## src/rtl/lnh_pkg.sv

```systemverilog
/*
 * lnh_pkg: register map, field positions, reset values, node role codes and
 * header field constants shared by the LIN header control block.
 * Assumes a 32-bit APB register bus with byte addresses on 8 address bits.
 */
package lnh_pkg;

    // ****************************************************************
    // register byte offsets
    // ****************************************************************
    localparam logic [7:0] LNH_OFF_CTRL     = 8'h00;
    localparam logic [7:0] LNH_OFF_MODE     = 8'h04;
    localparam logic [7:0] LNH_OFF_STATUS   = 8'h08;
    localparam logic [7:0] LNH_OFF_BAUD_DIV = 8'h0C;
    localparam logic [7:0] LNH_OFF_BAUD_CAP = 8'h10;
    localparam logic [7:0] LNH_OFF_IDENT    = 8'h14;
    localparam logic [7:0] LNH_OFF_IRQ_ST   = 8'h20;
    localparam logic [7:0] LNH_OFF_IRQ_MASK = 8'h24;

    // ****************************************************************
    // field positions
    // ****************************************************************
    localparam int LNH_CTRL_RX_RESET  = 0;
    localparam int LNH_CTRL_TX_RESET  = 1;
    localparam int LNH_CTRL_CLR_STAT  = 8;
    localparam int LNH_MODE_ROLE_LSB  = 0;
    localparam int LNH_MODE_OVER      = 4;
    localparam int LNH_MODE_PAR_EN    = 5;
    localparam int LNH_STAT_TX_FREE   = 0;
    localparam int LNH_STAT_BREAK     = 1;
    localparam int LNH_STAT_IDENT     = 2;
    localparam int LNH_STAT_BUSY      = 3;
    localparam int LNH_IRQ_BREAK      = 0;
    localparam int LNH_IRQ_IDENT      = 1;
    localparam int LNH_IRQ_SYNC       = 2;
    localparam int LNH_IRQ_W          = 3;

    // ****************************************************************
    // node roles and reset values
    // ****************************************************************
    localparam logic [3:0]  LNH_ROLE_MASTER   = 4'hA;
    localparam logic [3:0]  LNH_ROLE_SLAVE    = 4'hB;
    localparam logic [3:0]  LNH_RST_ROLE      = 4'h0;
    localparam logic [15:0] LNH_RST_BAUD      = 16'h0000;
    localparam logic [2:0]  LNH_RST_IRQ_MASK  = 3'h0;

    // ****************************************************************
    // header field shapes
    // ****************************************************************
    localparam logic [3:0]  LNH_BREAK_BITS    = 4'hE;   // 13 dominant + 1 recessive
    localparam logic [3:0]  LNH_CHAR_BITS     = 4'hA;   // start + 8 data + stop
    localparam logic [7:0]  LNH_SYNC_CHAR     = 8'h55;
    localparam logic [3:0]  LNH_OSR16_LAST    = 4'hF;
    localparam logic [3:0]  LNH_OSR8_LAST     = 4'h7;

    typedef enum logic [1:0] {LNH_IDLE, LNH_BREAK, LNH_SYNC, LNH_IDENT} lnh_state_t;

endpackage : lnh_pkg

```

## src/rtl/lnh_baud_gen.sv

```systemverilog
/*
 * lnh_baud_gen: bit-time tick generator. One sample every divisor clocks,
 * one bit every 16 or 8 samples.
 * Assumes a divisor of zero means the generator is stopped.
 */
`timescale 1ns/100ps
module lnh_baud_gen
    import lnh_pkg::*;
#(
    parameter int DIV_W = 16
) (
    input  wire logic             pclk,
    input  wire logic             presetn,
    input  wire logic [DIV_W-1:0] divisor,
    input  wire logic             over,
    input  wire logic             restart,
    output logic                  bit_tick
);

    logic [DIV_W-1:0] clk_cnt;
    logic [3:0]       smp_cnt;
    logic [DIV_W-1:0] next_clk_cnt;
    logic [3:0]       next_smp_cnt;
    logic             next_bit_tick;
    logic [3:0]       smp_last;

    always_comb begin
        smp_last      = over ? LNH_OSR8_LAST : LNH_OSR16_LAST;
        next_clk_cnt  = clk_cnt;
        next_smp_cnt  = smp_cnt;
        next_bit_tick = 1'b0;
        if (restart || divisor == '0) begin
            next_clk_cnt = '0;
            next_smp_cnt = '0;
        end else if (clk_cnt >= divisor - 1'b1) begin
            next_clk_cnt = '0;
            if (smp_cnt >= smp_last) begin
                next_smp_cnt  = '0;
                next_bit_tick = 1'b1;
            end else begin
                next_smp_cnt = smp_cnt + 4'h1;
            end
        end else begin
            next_clk_cnt = clk_cnt + 1'b1;
        end
    end

    always_ff @(posedge pclk or negedge presetn) begin
        if (!presetn) begin
            clk_cnt  <= '0;
            smp_cnt  <= 4'h0;
            bit_tick <= 1'b0;
        end else begin
            clk_cnt  <= next_clk_cnt;
            smp_cnt  <= next_smp_cnt;
            bit_tick <= next_bit_tick;
        end
    end

endmodule : lnh_baud_gen

```

## src/rtl/lnh_lin_node.sv

```systemverilog
/*
 * lnh_lin_node: LIN node role, baud configuration and master header sender
 * behind an APB slave, with sticky interrupt status.
 * Assumes APB master timing, and a receiver outside that pulses sync_done
 * with the measured divisor when slave synchronization finishes.
 */
// Register access over APB and the register addresses were decided locally.
// Overview of operation
// role field value 0xA selects LIN master, 0xB selects LIN slave.
// software issues transmitter and receiver resets after every role change except the first after reset.
// in master role the bit rate comes from the baud divider register.
// in slave role a write to the baud divider register is copied into the bus baud capture register.
// in slave role the measured divisor is written into the capture register when synchronization ends.
// in master role writing the identifier starts the header at once and drops the holding-free flag; the code starts it only from idle, not during a header.
// break, sync and identifier fields go out back to back with no software action.
// the break field is thirteen dominant bit times and one recessive bit time.
// the sync field is one ordinary character of value 0x55.
// the identifier field carries the written character, with optional automatic parity bits.
// the holding-free flag rises when the identifier moves into the shift register.
// the break-sent flag sets when the break field is complete.
// the identifier-sent flag sets when the identifier field has been sent.
// writing one to the clear-status command bit clears both sent flags.
// the oversampling bit picks 16 samples per bit at zero and 8 at one.
// dominant is driven low, recessive high, and the line idles high.
`timescale 1ns/100ps
module lnh_lin_node
    import lnh_pkg::*;
#(
    parameter int DIV_W = 16
) (
    input  wire logic        pclk,
    input  wire logic        presetn,
    input  wire logic        psel,
    input  wire logic        penable,
    input  wire logic        pwrite,
    input  wire logic [7:0]  paddr,
    input  wire logic [31:0] pwdata,
    output logic      [31:0] prdata,
    output logic             pready,
    output logic             pslverr,
    input  wire logic        sync_done,
    input  wire logic [15:0] sync_baud,
    output logic             lin_tx,
    output logic             irq
);

    // ****************************************************************
    // helpers and state
    // ****************************************************************
    function automatic logic reg_mapped(input logic [7:0] a);
        reg_mapped = (a == LNH_OFF_CTRL) || (a == LNH_OFF_MODE) || (a == LNH_OFF_STATUS) ||
                     (a == LNH_OFF_BAUD_DIV) || (a == LNH_OFF_BAUD_CAP) || (a == LNH_OFF_IDENT) ||
                     (a == LNH_OFF_IRQ_ST) || (a == LNH_OFF_IRQ_MASK);
    endfunction : reg_mapped

    // protected identifier: bits 6 and 7 replaced by parity when enabled
    function automatic logic [7:0] ident_char(input logic [7:0] id, input logic par);
        ident_char = par ? {~(id[1] ^ id[3] ^ id[4] ^ id[5]), id[0] ^ id[1] ^ id[2] ^ id[4], id[5:0]} : id;
    endfunction : ident_char
    logic [3:0]           role;
    logic                 over;
    logic                 par_en;
    logic [15:0]          baud_div;
    logic [15:0]          baud_cap;
    logic [7:0]           ident;
    logic                 tx_holding_free_flag;
    logic                 break_sent_flag;
    logic                 identifier_sent_flag;
    logic [LNH_IRQ_W-1:0] irq_st;
    logic [LNH_IRQ_W-1:0] irq_mask;
    lnh_state_t           state;
    logic [13:0]          shift;
    logic [3:0]           bits_left;
    logic [3:0]           next_role;
    logic                 next_over;
    logic                 next_par_en;
    logic [15:0]          next_baud_div;
    logic [15:0]          next_baud_cap;
    logic [7:0]           next_ident;
    logic                 next_tx_free;
    logic                 next_break_sent;
    logic                 next_ident_sent;
    logic [LNH_IRQ_W-1:0] next_irq_st;
    logic [LNH_IRQ_W-1:0] next_irq_mask;
    lnh_state_t           next_state;
    logic [13:0]          next_shift;
    logic [3:0]           next_bits_left;
    logic                 next_lin_tx;
    logic                 next_irq;
    logic [31:0]          next_prdata;
    logic                 next_pready;
    logic                 next_pslverr;
    logic                 access;
    logic                 wr;
    logic                 is_master;
    logic                 is_slave;
    logic                 hdr_go;
    logic                 bit_tick;
    logic                 field_end;
    logic                 brk_done;
    logic                 id_done;
    logic [15:0]          divisor;

    // ****************************************************************
    // bit timing and apb decode
    // ****************************************************************
    assign is_master = (role == LNH_ROLE_MASTER);
    assign is_slave  = (role == LNH_ROLE_SLAVE);
    assign divisor   = is_master ? baud_div : baud_cap;
    lnh_baud_gen #(.DIV_W(DIV_W)) u_baud (
        .pclk     (pclk),
        .presetn  (presetn),
        .divisor  (divisor[DIV_W-1:0]),
        .over     (over),
        .restart  (hdr_go),
        .bit_tick (bit_tick)
    );
    assign access    = psel && penable && pready;
    assign wr        = access && pwrite && reg_mapped(paddr);
    // a header already in flight is not restarted by a second write
    assign hdr_go    = wr && paddr == LNH_OFF_IDENT && is_master && state == LNH_IDLE;
    assign field_end = bit_tick && bits_left == 4'h1;
    assign brk_done  = field_end && state == LNH_BREAK;
    assign id_done   = field_end && state == LNH_IDENT;
    // ****************************************************************
    // configuration registers
    // ****************************************************************
    always_comb begin
        next_role     = role;
        next_over     = over;
        next_par_en   = par_en;
        next_baud_div = baud_div;
        next_baud_cap = baud_cap;
        next_ident    = ident;
        next_irq_mask = irq_mask;
        if (wr && paddr == LNH_OFF_MODE) begin
            next_role   = pwdata[LNH_MODE_ROLE_LSB +: 4];
            next_over   = pwdata[LNH_MODE_OVER];
            next_par_en = pwdata[LNH_MODE_PAR_EN];
        end
        if (wr && paddr == LNH_OFF_BAUD_DIV) begin
            next_baud_div = pwdata[15:0];
            if (is_slave) begin
                next_baud_cap = pwdata[15:0];
            end
        end
        // a measurement landing with a divider write wins: it is newer bus evidence
        if (is_slave && sync_done) begin
            next_baud_cap = sync_baud;
        end
        if (wr && paddr == LNH_OFF_IDENT) begin
            next_ident = pwdata[7:0];
        end
        if (wr && paddr == LNH_OFF_IRQ_MASK) begin
            next_irq_mask = pwdata[LNH_IRQ_W-1:0];
        end
    end
    always_ff @(posedge pclk or negedge presetn) begin
        if (!presetn) begin
            role     <= LNH_RST_ROLE;
            over     <= 1'b0;
            par_en   <= 1'b0;
            baud_div <= LNH_RST_BAUD;
            baud_cap <= LNH_RST_BAUD;
            ident    <= 8'h00;
            irq_mask <= LNH_RST_IRQ_MASK;
        end else begin
            role     <= next_role;
            over     <= next_over;
            par_en   <= next_par_en;
            baud_div <= next_baud_div;
            baud_cap <= next_baud_cap;
            ident    <= next_ident;
            irq_mask <= next_irq_mask;
        end
    end
    // ****************************************************************
    // header sequencer
    // ****************************************************************
    always_comb begin
        next_state      = state;
        next_shift      = shift;
        next_bits_left  = bits_left;
        next_tx_free    = tx_holding_free_flag;
        next_break_sent = break_sent_flag;
        next_ident_sent = identifier_sent_flag;
        if (wr && paddr == LNH_OFF_CTRL && pwdata[LNH_CTRL_CLR_STAT]) begin
            next_break_sent = 1'b0;
            next_ident_sent = 1'b0;
        end
        case (state)
            LNH_IDLE: begin
                if (hdr_go) begin
                    next_state     = LNH_BREAK;
                    next_shift     = 14'h2000;
                    next_bits_left = LNH_BREAK_BITS;
                    next_tx_free   = 1'b0;
                end
            end
            LNH_BREAK, LNH_SYNC, LNH_IDENT: begin
                if (field_end) begin
                    case (state)
                        LNH_BREAK: begin
                            next_state      = LNH_SYNC;
                            next_shift      = {4'h0, 1'b1, LNH_SYNC_CHAR, 1'b0};
                            next_bits_left  = LNH_CHAR_BITS;
                            next_break_sent = 1'b1;
                        end
                        LNH_SYNC: begin
                            next_state     = LNH_IDENT;
                            next_shift     = {4'h0, 1'b1, ident_char(ident, par_en), 1'b0};
                            next_bits_left = LNH_CHAR_BITS;
                            next_tx_free   = 1'b1;
                        end
                        default: begin
                            next_state      = LNH_IDLE;
                            next_shift      = '0;
                            next_bits_left  = 4'h0;
                            next_ident_sent = 1'b1;
                        end
                    endcase
                end else if (bit_tick) begin
                    next_shift     = {1'b0, shift[13:1]};
                    next_bits_left = bits_left - 4'h1;
                end
            end
            default: begin
                next_state = LNH_IDLE;
            end
        endcase
        // transmitter reset aborts the header and frees the holding stage
        if (wr && paddr == LNH_OFF_CTRL && pwdata[LNH_CTRL_TX_RESET]) begin
            next_state     = LNH_IDLE;
            next_shift     = '0;
            next_bits_left = 4'h0;
            next_tx_free   = 1'b1;
        end
        next_lin_tx = (next_state == LNH_IDLE) ? 1'b1 : next_shift[0];
    end
    always_ff @(posedge pclk or negedge presetn) begin
        if (!presetn) begin
            state                <= LNH_IDLE;
            shift                <= '0;
            bits_left            <= 4'h0;
            tx_holding_free_flag <= 1'b1;
            break_sent_flag      <= 1'b0;
            identifier_sent_flag <= 1'b0;
            lin_tx               <= 1'b1;
        end else begin
            state                <= next_state;
            shift                <= next_shift;
            bits_left            <= next_bits_left;
            tx_holding_free_flag <= next_tx_free;
            break_sent_flag      <= next_break_sent;
            identifier_sent_flag <= next_ident_sent;
            lin_tx               <= next_lin_tx;
        end
    end
    // ****************************************************************
    // apb answer and interrupt
    // ****************************************************************
    always_comb begin
        next_pready  = psel && !penable;
        next_pslverr = psel && !penable && !reg_mapped(paddr);
        next_prdata  = prdata;
        if (psel && !penable) begin
            next_prdata = 32'h0000_0000;
            case (paddr)
                LNH_OFF_MODE:     next_prdata[5:0] = {par_en, over, role};
                LNH_OFF_STATUS:   next_prdata[3:0] = {state != LNH_IDLE, identifier_sent_flag,
                                                      break_sent_flag, tx_holding_free_flag};
                LNH_OFF_BAUD_DIV: next_prdata[15:0] = baud_div;
                LNH_OFF_BAUD_CAP: next_prdata[15:0] = baud_cap;
                LNH_OFF_IDENT:    next_prdata[7:0] = ident;
                LNH_OFF_IRQ_ST:   next_prdata[LNH_IRQ_W-1:0] = irq_st;
                LNH_OFF_IRQ_MASK: next_prdata[LNH_IRQ_W-1:0] = irq_mask;
                default:          next_prdata = 32'h0000_0000;
            endcase
        end
        next_irq_st = irq_st;
        // clear only what the read reported, so a later event survives
        if (access && !pwrite && paddr == LNH_OFF_IRQ_ST) begin
            next_irq_st = irq_st & ~prdata[LNH_IRQ_W-1:0];
        end
        next_irq_st = next_irq_st | {is_slave && sync_done, id_done, brk_done};
        next_irq    = |(next_irq_st & next_irq_mask);
    end
    always_ff @(posedge pclk or negedge presetn) begin
        if (!presetn) begin
            prdata  <= 32'h0000_0000;
            pready  <= 1'b0;
            pslverr <= 1'b0;
            irq_st  <= '0;
            irq     <= 1'b0;
        end else begin
            prdata  <= next_prdata;
            pready  <= next_pready;
            pslverr <= next_pslverr;
            irq_st  <= next_irq_st;
            irq     <= next_irq;
        end
    end
endmodule : lnh_lin_node

```

## config.mk

```make
export PLATFORM = sky130hd
export DESIGN_NAME = lnh_lin_node
export DESIGN_NICKNAME = d
export VERILOG_FILES = /design/src/rtl/lnh_pkg.sv /design/src/rtl/lnh_baud_gen.sv /design/src/rtl/lnh_lin_node.sv
export SDC_FILE = /design/constraint.sdc
export NUM_CORES = 1
export LEC_CHECK = 0
export BUFFER_PORTS_ARGS = -buffer_cell sky130_fd_sc_hd__buf_2
export CORE_AREA = 2 2 126 128
export DETAILED_ROUTE_END_ITERATION = 16
export DIE_AREA = 0 0 128 130
export GPL_TIMING_DRIVEN = 0
export PLACE_DENSITY_LB_ADDON = 0.05
export SLEW_MARGIN = 20
export SYNTH_ARGS = -nofsm -noshare
export SYNTH_HDL_FRONTEND = slang
export SYNTH_HIERARCHICAL = 1
export SYNTH_SLANG_ARGS = --single-unit
```

## constraint.sdc

```tcl
create_clock -name pclk -period 4.7 [get_ports pclk]
set_input_delay 0.94 -clock pclk [delete_from_list [all_inputs] [get_ports pclk]]
set_output_delay 0.94 -clock pclk [all_outputs]
set_load 0.02 [all_outputs]
```

==> impl_results.md <==
* Wire length per cell at roughly 18 um
* Simple-Gate Fraction of Synth Area at between 10% and 20%
* Final Skew at ~9.1 ps
* Status: completed
* CTS tree: done
* Fillers at about 1,400
* Die height at 130 um
* Vias in the first global route at roughly 5,500
* Vias/cell at about 5.6
* Area Overhead vs Synth at 18.9%
* Slowest CP cell: or4_4
* CP Launch Point: role[0]
* Row Count at 46
* Ant. Diodes at 0
* Final min period at 4490 ps
* Worst Setup Slack, final at about 210 ps
* Achievable frequency at approximately 220 MHz
* Worst EP arrival at just under 5000 ps
* TritonRoute pass-1 iters at 5
* Number of remaining DRC errors at 0
* Area share of fa/ha/maj cells after synthesis at 4.98%
* Share of cells above drive strength 1 at 21.8%
* Detailed Route Iter0 Violations at approximately 370
* Effective utilization at floorplan at 44.0%
* YS warnings at 6
* Fin area at 8060 um2
* Worst Setup End Kind: flip-flop
* Fin util at approximately 52%
* Die ar. at about 17,000 um2
* Post-synth top area share at 42.1%
* Die width at around 130 um
* IO Port Bufs at 63
* DR vias at between 5,000 and 6,000
* Hold Path Class: input port to asynchronous set/reset pin
* Cell Chain, Critical Path: nand4bb_1 > clkbuf_2 > buf_2 > nand2_1 > nand2_1 > or4_4 > or3_1 > nor3_1 > xnor2_1 > ha_1 > nand4_1 > nor2_1 > a2111o_2 > or2_1 > buf_6 > buf_12 > nor2_1
* Largest net degree at the start of global routing at 72
* Cell family with most CP delay: simple AND/OR/NAND/NOR gates
* Synth Flop Type: dfrtp_1
* Post-synth EDFFs at 0
* DP HPWL at about 14 mm
* Dpl ws at -80.3 ps
* Synth Instances at 700
* Routed WL at 18.3 mm
* Post-route ant nets at 0
* Crit share post-route at 95.5%
* Area leader, netlist: dfrtp_1
* Synth Area in Compound Gates at 12.4%
* H-Tree Depth at 4
* #FFs+latches synth at about 120
* Ranking of synthesized cells by area: dfrtp_1, mux2_2, ha_1
* Critical path peak fanout at 10
* Post-Syn Area at a little under 7000 um2
* Measured slew at the worst slew-check pin at approximately 1000 ps
* Root Buffer: clkbuf_16
* Overall routing resource usage at 22.7%
* Initial antenna violation count at 0
* Total grt overflow at 0
* Max-slew headroom at 29.7%
* Final setup violation count at 0
* R2R Path Start: role[0]
* Fin. Hold Viols at 0
* Mean Syn Cell Area at around 9.7 um2
* TritonCTS buffer count at 17
* Worst-path clk slew at approximately 60 ps
* Core ar. at between 15,000 and 20,000 um2
* Slowest stage delay, CP at 600 ps
* Critical Path Start Type: flip-flop
* Reg area at about 2900 um2
* Power per cell area at just over 300 nW/um2
* Unique masters post-synth at 72
* Crit Path Class: flip-flop to flip-flop
* Top Ports at a little under 100
* Buf/Inv on CP at 4
* Final nets at about 890
* Setup TNS Final at 0 ps
* Worst-Skew Late Latency at about 410 ps
* Placed cell areas at around 7400 um2
* Final GP Congestion at between 0.8 and 0.9
* Final Power at around 2500 uW
* Asr flop ratio synth at between 90% and 100%
* Max-slew violations at 0
* First-pass GRT wire length at 28.9 mm
* Combinational family with the most area after synthesis: simple AND/OR/NAND/NOR gates
* Post-synthesis mux area share at ~11%
* Max VDD drop at 330 uV
* Hold_buf cts at 0
* Sequential share of the synthesized area at about 43%
* Max_cap viols at 0
* Multi-input gate area at ~3600 um2
* Synth Area in XOR/XNOR at 4.39%
* Clock sinks at between 100 and 150
* Worst path required time at 5040 ps
* RSZ-0062 raised after global routing: no
* Max clock buf depth at 2
* LEAKAGE at about 0.0040 uW
[layout by cell type, fill, tap and decap left out, types with 6 or more instances in the layout]
master     instances
xor2_1            17
buf_4             18
nand2_1           85
clkbuf_16         17
inv_1             13
a22oi_1           12
mux2_2            37
nor3_1            12
o21ai_0           13
conb_1            16
nor2_1            84
a31oi_1            6
xnor2_1           17
nand4_1           13
clkbuf_1          21
buf_2             69
ha_1              27
mux2i_1           30
or3_1              6
a221oi_1           8
nand3_1           23
nor2b_1            6
dfrtp_1          114
a21oi_1           40
[area by class of cell]
class                   instances  area share, %
well taps                     192           2.98
repair buffers                 66           4.52
clock buffers                  22           6.01
flip-flops and latches        116           36.0
clock inverters                 9           1.57
plain buffers                  50           3.68
inverters                      13          0.605
multi-input cells             535           44.6
[cells in the mapped netlist, types with 2 or more instances]
| library cell | number |
|---|---|
| dfrtp_1 | 114 |
| nand2_1 | 85 |
| nor2_1 | 84 |
| a21oi_1 | 40 |
| mux2_2 | 37 |
| mux2i_1 | 30 |
| ha_1 | 27 |
| nand3_1 | 23 |
| clkbuf_1 | 22 |
| xnor2_1 | 17 |
| xor2_1 | 17 |
| buf_4 | 16 |
| inv_1 | 13 |
| nand4_1 | 13 |
| nor3_1 | 13 |
| o21ai_0 | 13 |
| a22oi_1 | 12 |
| a221oi_1 | 8 |
| a31oi_1 | 6 |
| nor2b_1 | 6 |
| or3_1 | 6 |
| a22o_1 | 5 |
| and2_1 | 5 |
| and4_1 | 5 |
| buf_2 | 5 |
| o22ai_1 | 5 |
| o2bb2ai_1 | 5 |
| a32o_1 | 4 |
| buf_1 | 4 |
| nor4b_1 | 4 |
| buf_6 | 3 |
| nand2b_1 | 3 |
| nor4_1 | 3 |
| or4_1 | 3 |
| a21boi_0 | 2 |
| a21o_1 | 2 |
| dfstp_2 | 2 |
| nand4bb_1 | 2 |
| nor4_4 | 2 |
| o311ai_0 | 2 |
[registers in the layout, indices dropped and copies added, names as in the netlist]
name                  cells
baud_cap                 16
baud_div                 16
bits_left                 4
break_sent_flag           1
ident                     8
identifier_sent_flag      1
irq                       1
irq_mask                  3
irq_st                    3
lin_tx                    1
over                      1
par_en                    1
prdata                   16
pready                    1
pslverr                   1
role                      4
shift                    14
state                     2
tx_holding_free_flag      1
u_baud/bit_tick           1
u_baud/clk_cnt           16
u_baud/smp_cnt            4
[metal layers]
layer / vias to the layer above / track usage, % / share of wire [%]
li1: 2680 / - / -
met1: 2757 / 29.4 / 44
met2: 174 / 38.7 / 48
met3: 29 / 4.47 / 5.4
met4: 0 / 7.24 / 1.9
met5: - / 0 / 0
[final timing paths]
path	to	slack, ps	cells after the start
max in group asynchronous	tx_holding_free_flag	3470	2
min in group pclk	prdata[7]	480	2
min reg2reg	prdata[7]	480	2
min	prdata[13]	450	1
max reg2reg	u_baud/clk_cnt[13]	210	17
max	u_baud/clk_cnt[13]	210	17
[kinds of logic (layout without fill, tap and decap cells)]
family                   after synthesis  in the layout
AND/OR/NAND/NOR                      270            270
AO/OA/AOI/OAI                        120            120
flip-flops                           116            116
multiplexers                          68             68
buffers and inverters                 64            160
XOR/XNOR                              34             34
adder cells (fa/ha/maj)               27             27
other                                  1             16
[power by group]
group          leakage, uW  internal (uW)  total [uW]  switching [uW]
clock             0.000302            884        1340             461
sequential         0.00157           1010        1020            7.63
combinational      0.00213           51.6         147            95.0
total              0.00400           1950        2510             563
[repair_timing]
item                                    CTS  global route
buffers inserted                          0             2
gates cloned                              0             0
gates resized for setup                   2             5
endpoints found under the setup margin   10            13
pin swaps                                 0             1
[worst register-to-register path: cells and delay by family (launching register included)]
kind / cells / cell delay (ps)
xor gates and xnor gates: 1 / 160
adders and majority gates: 1 / 270
AOI/OAI and AO/OA: 1 / 570
and+or+nand+nor: 10 / 2240
buffers and inverters: 4 / 740
DFF: 1 / 420
[metrics by stage]
step                      std cells  hold WS, ps
final                          1003          453
after global placement          970          461
after detailed placement        971          477
after CTS                      1001          463
after floorplan                 715          441
after global routing           1003          472
(Power assumes the default switching activity.)
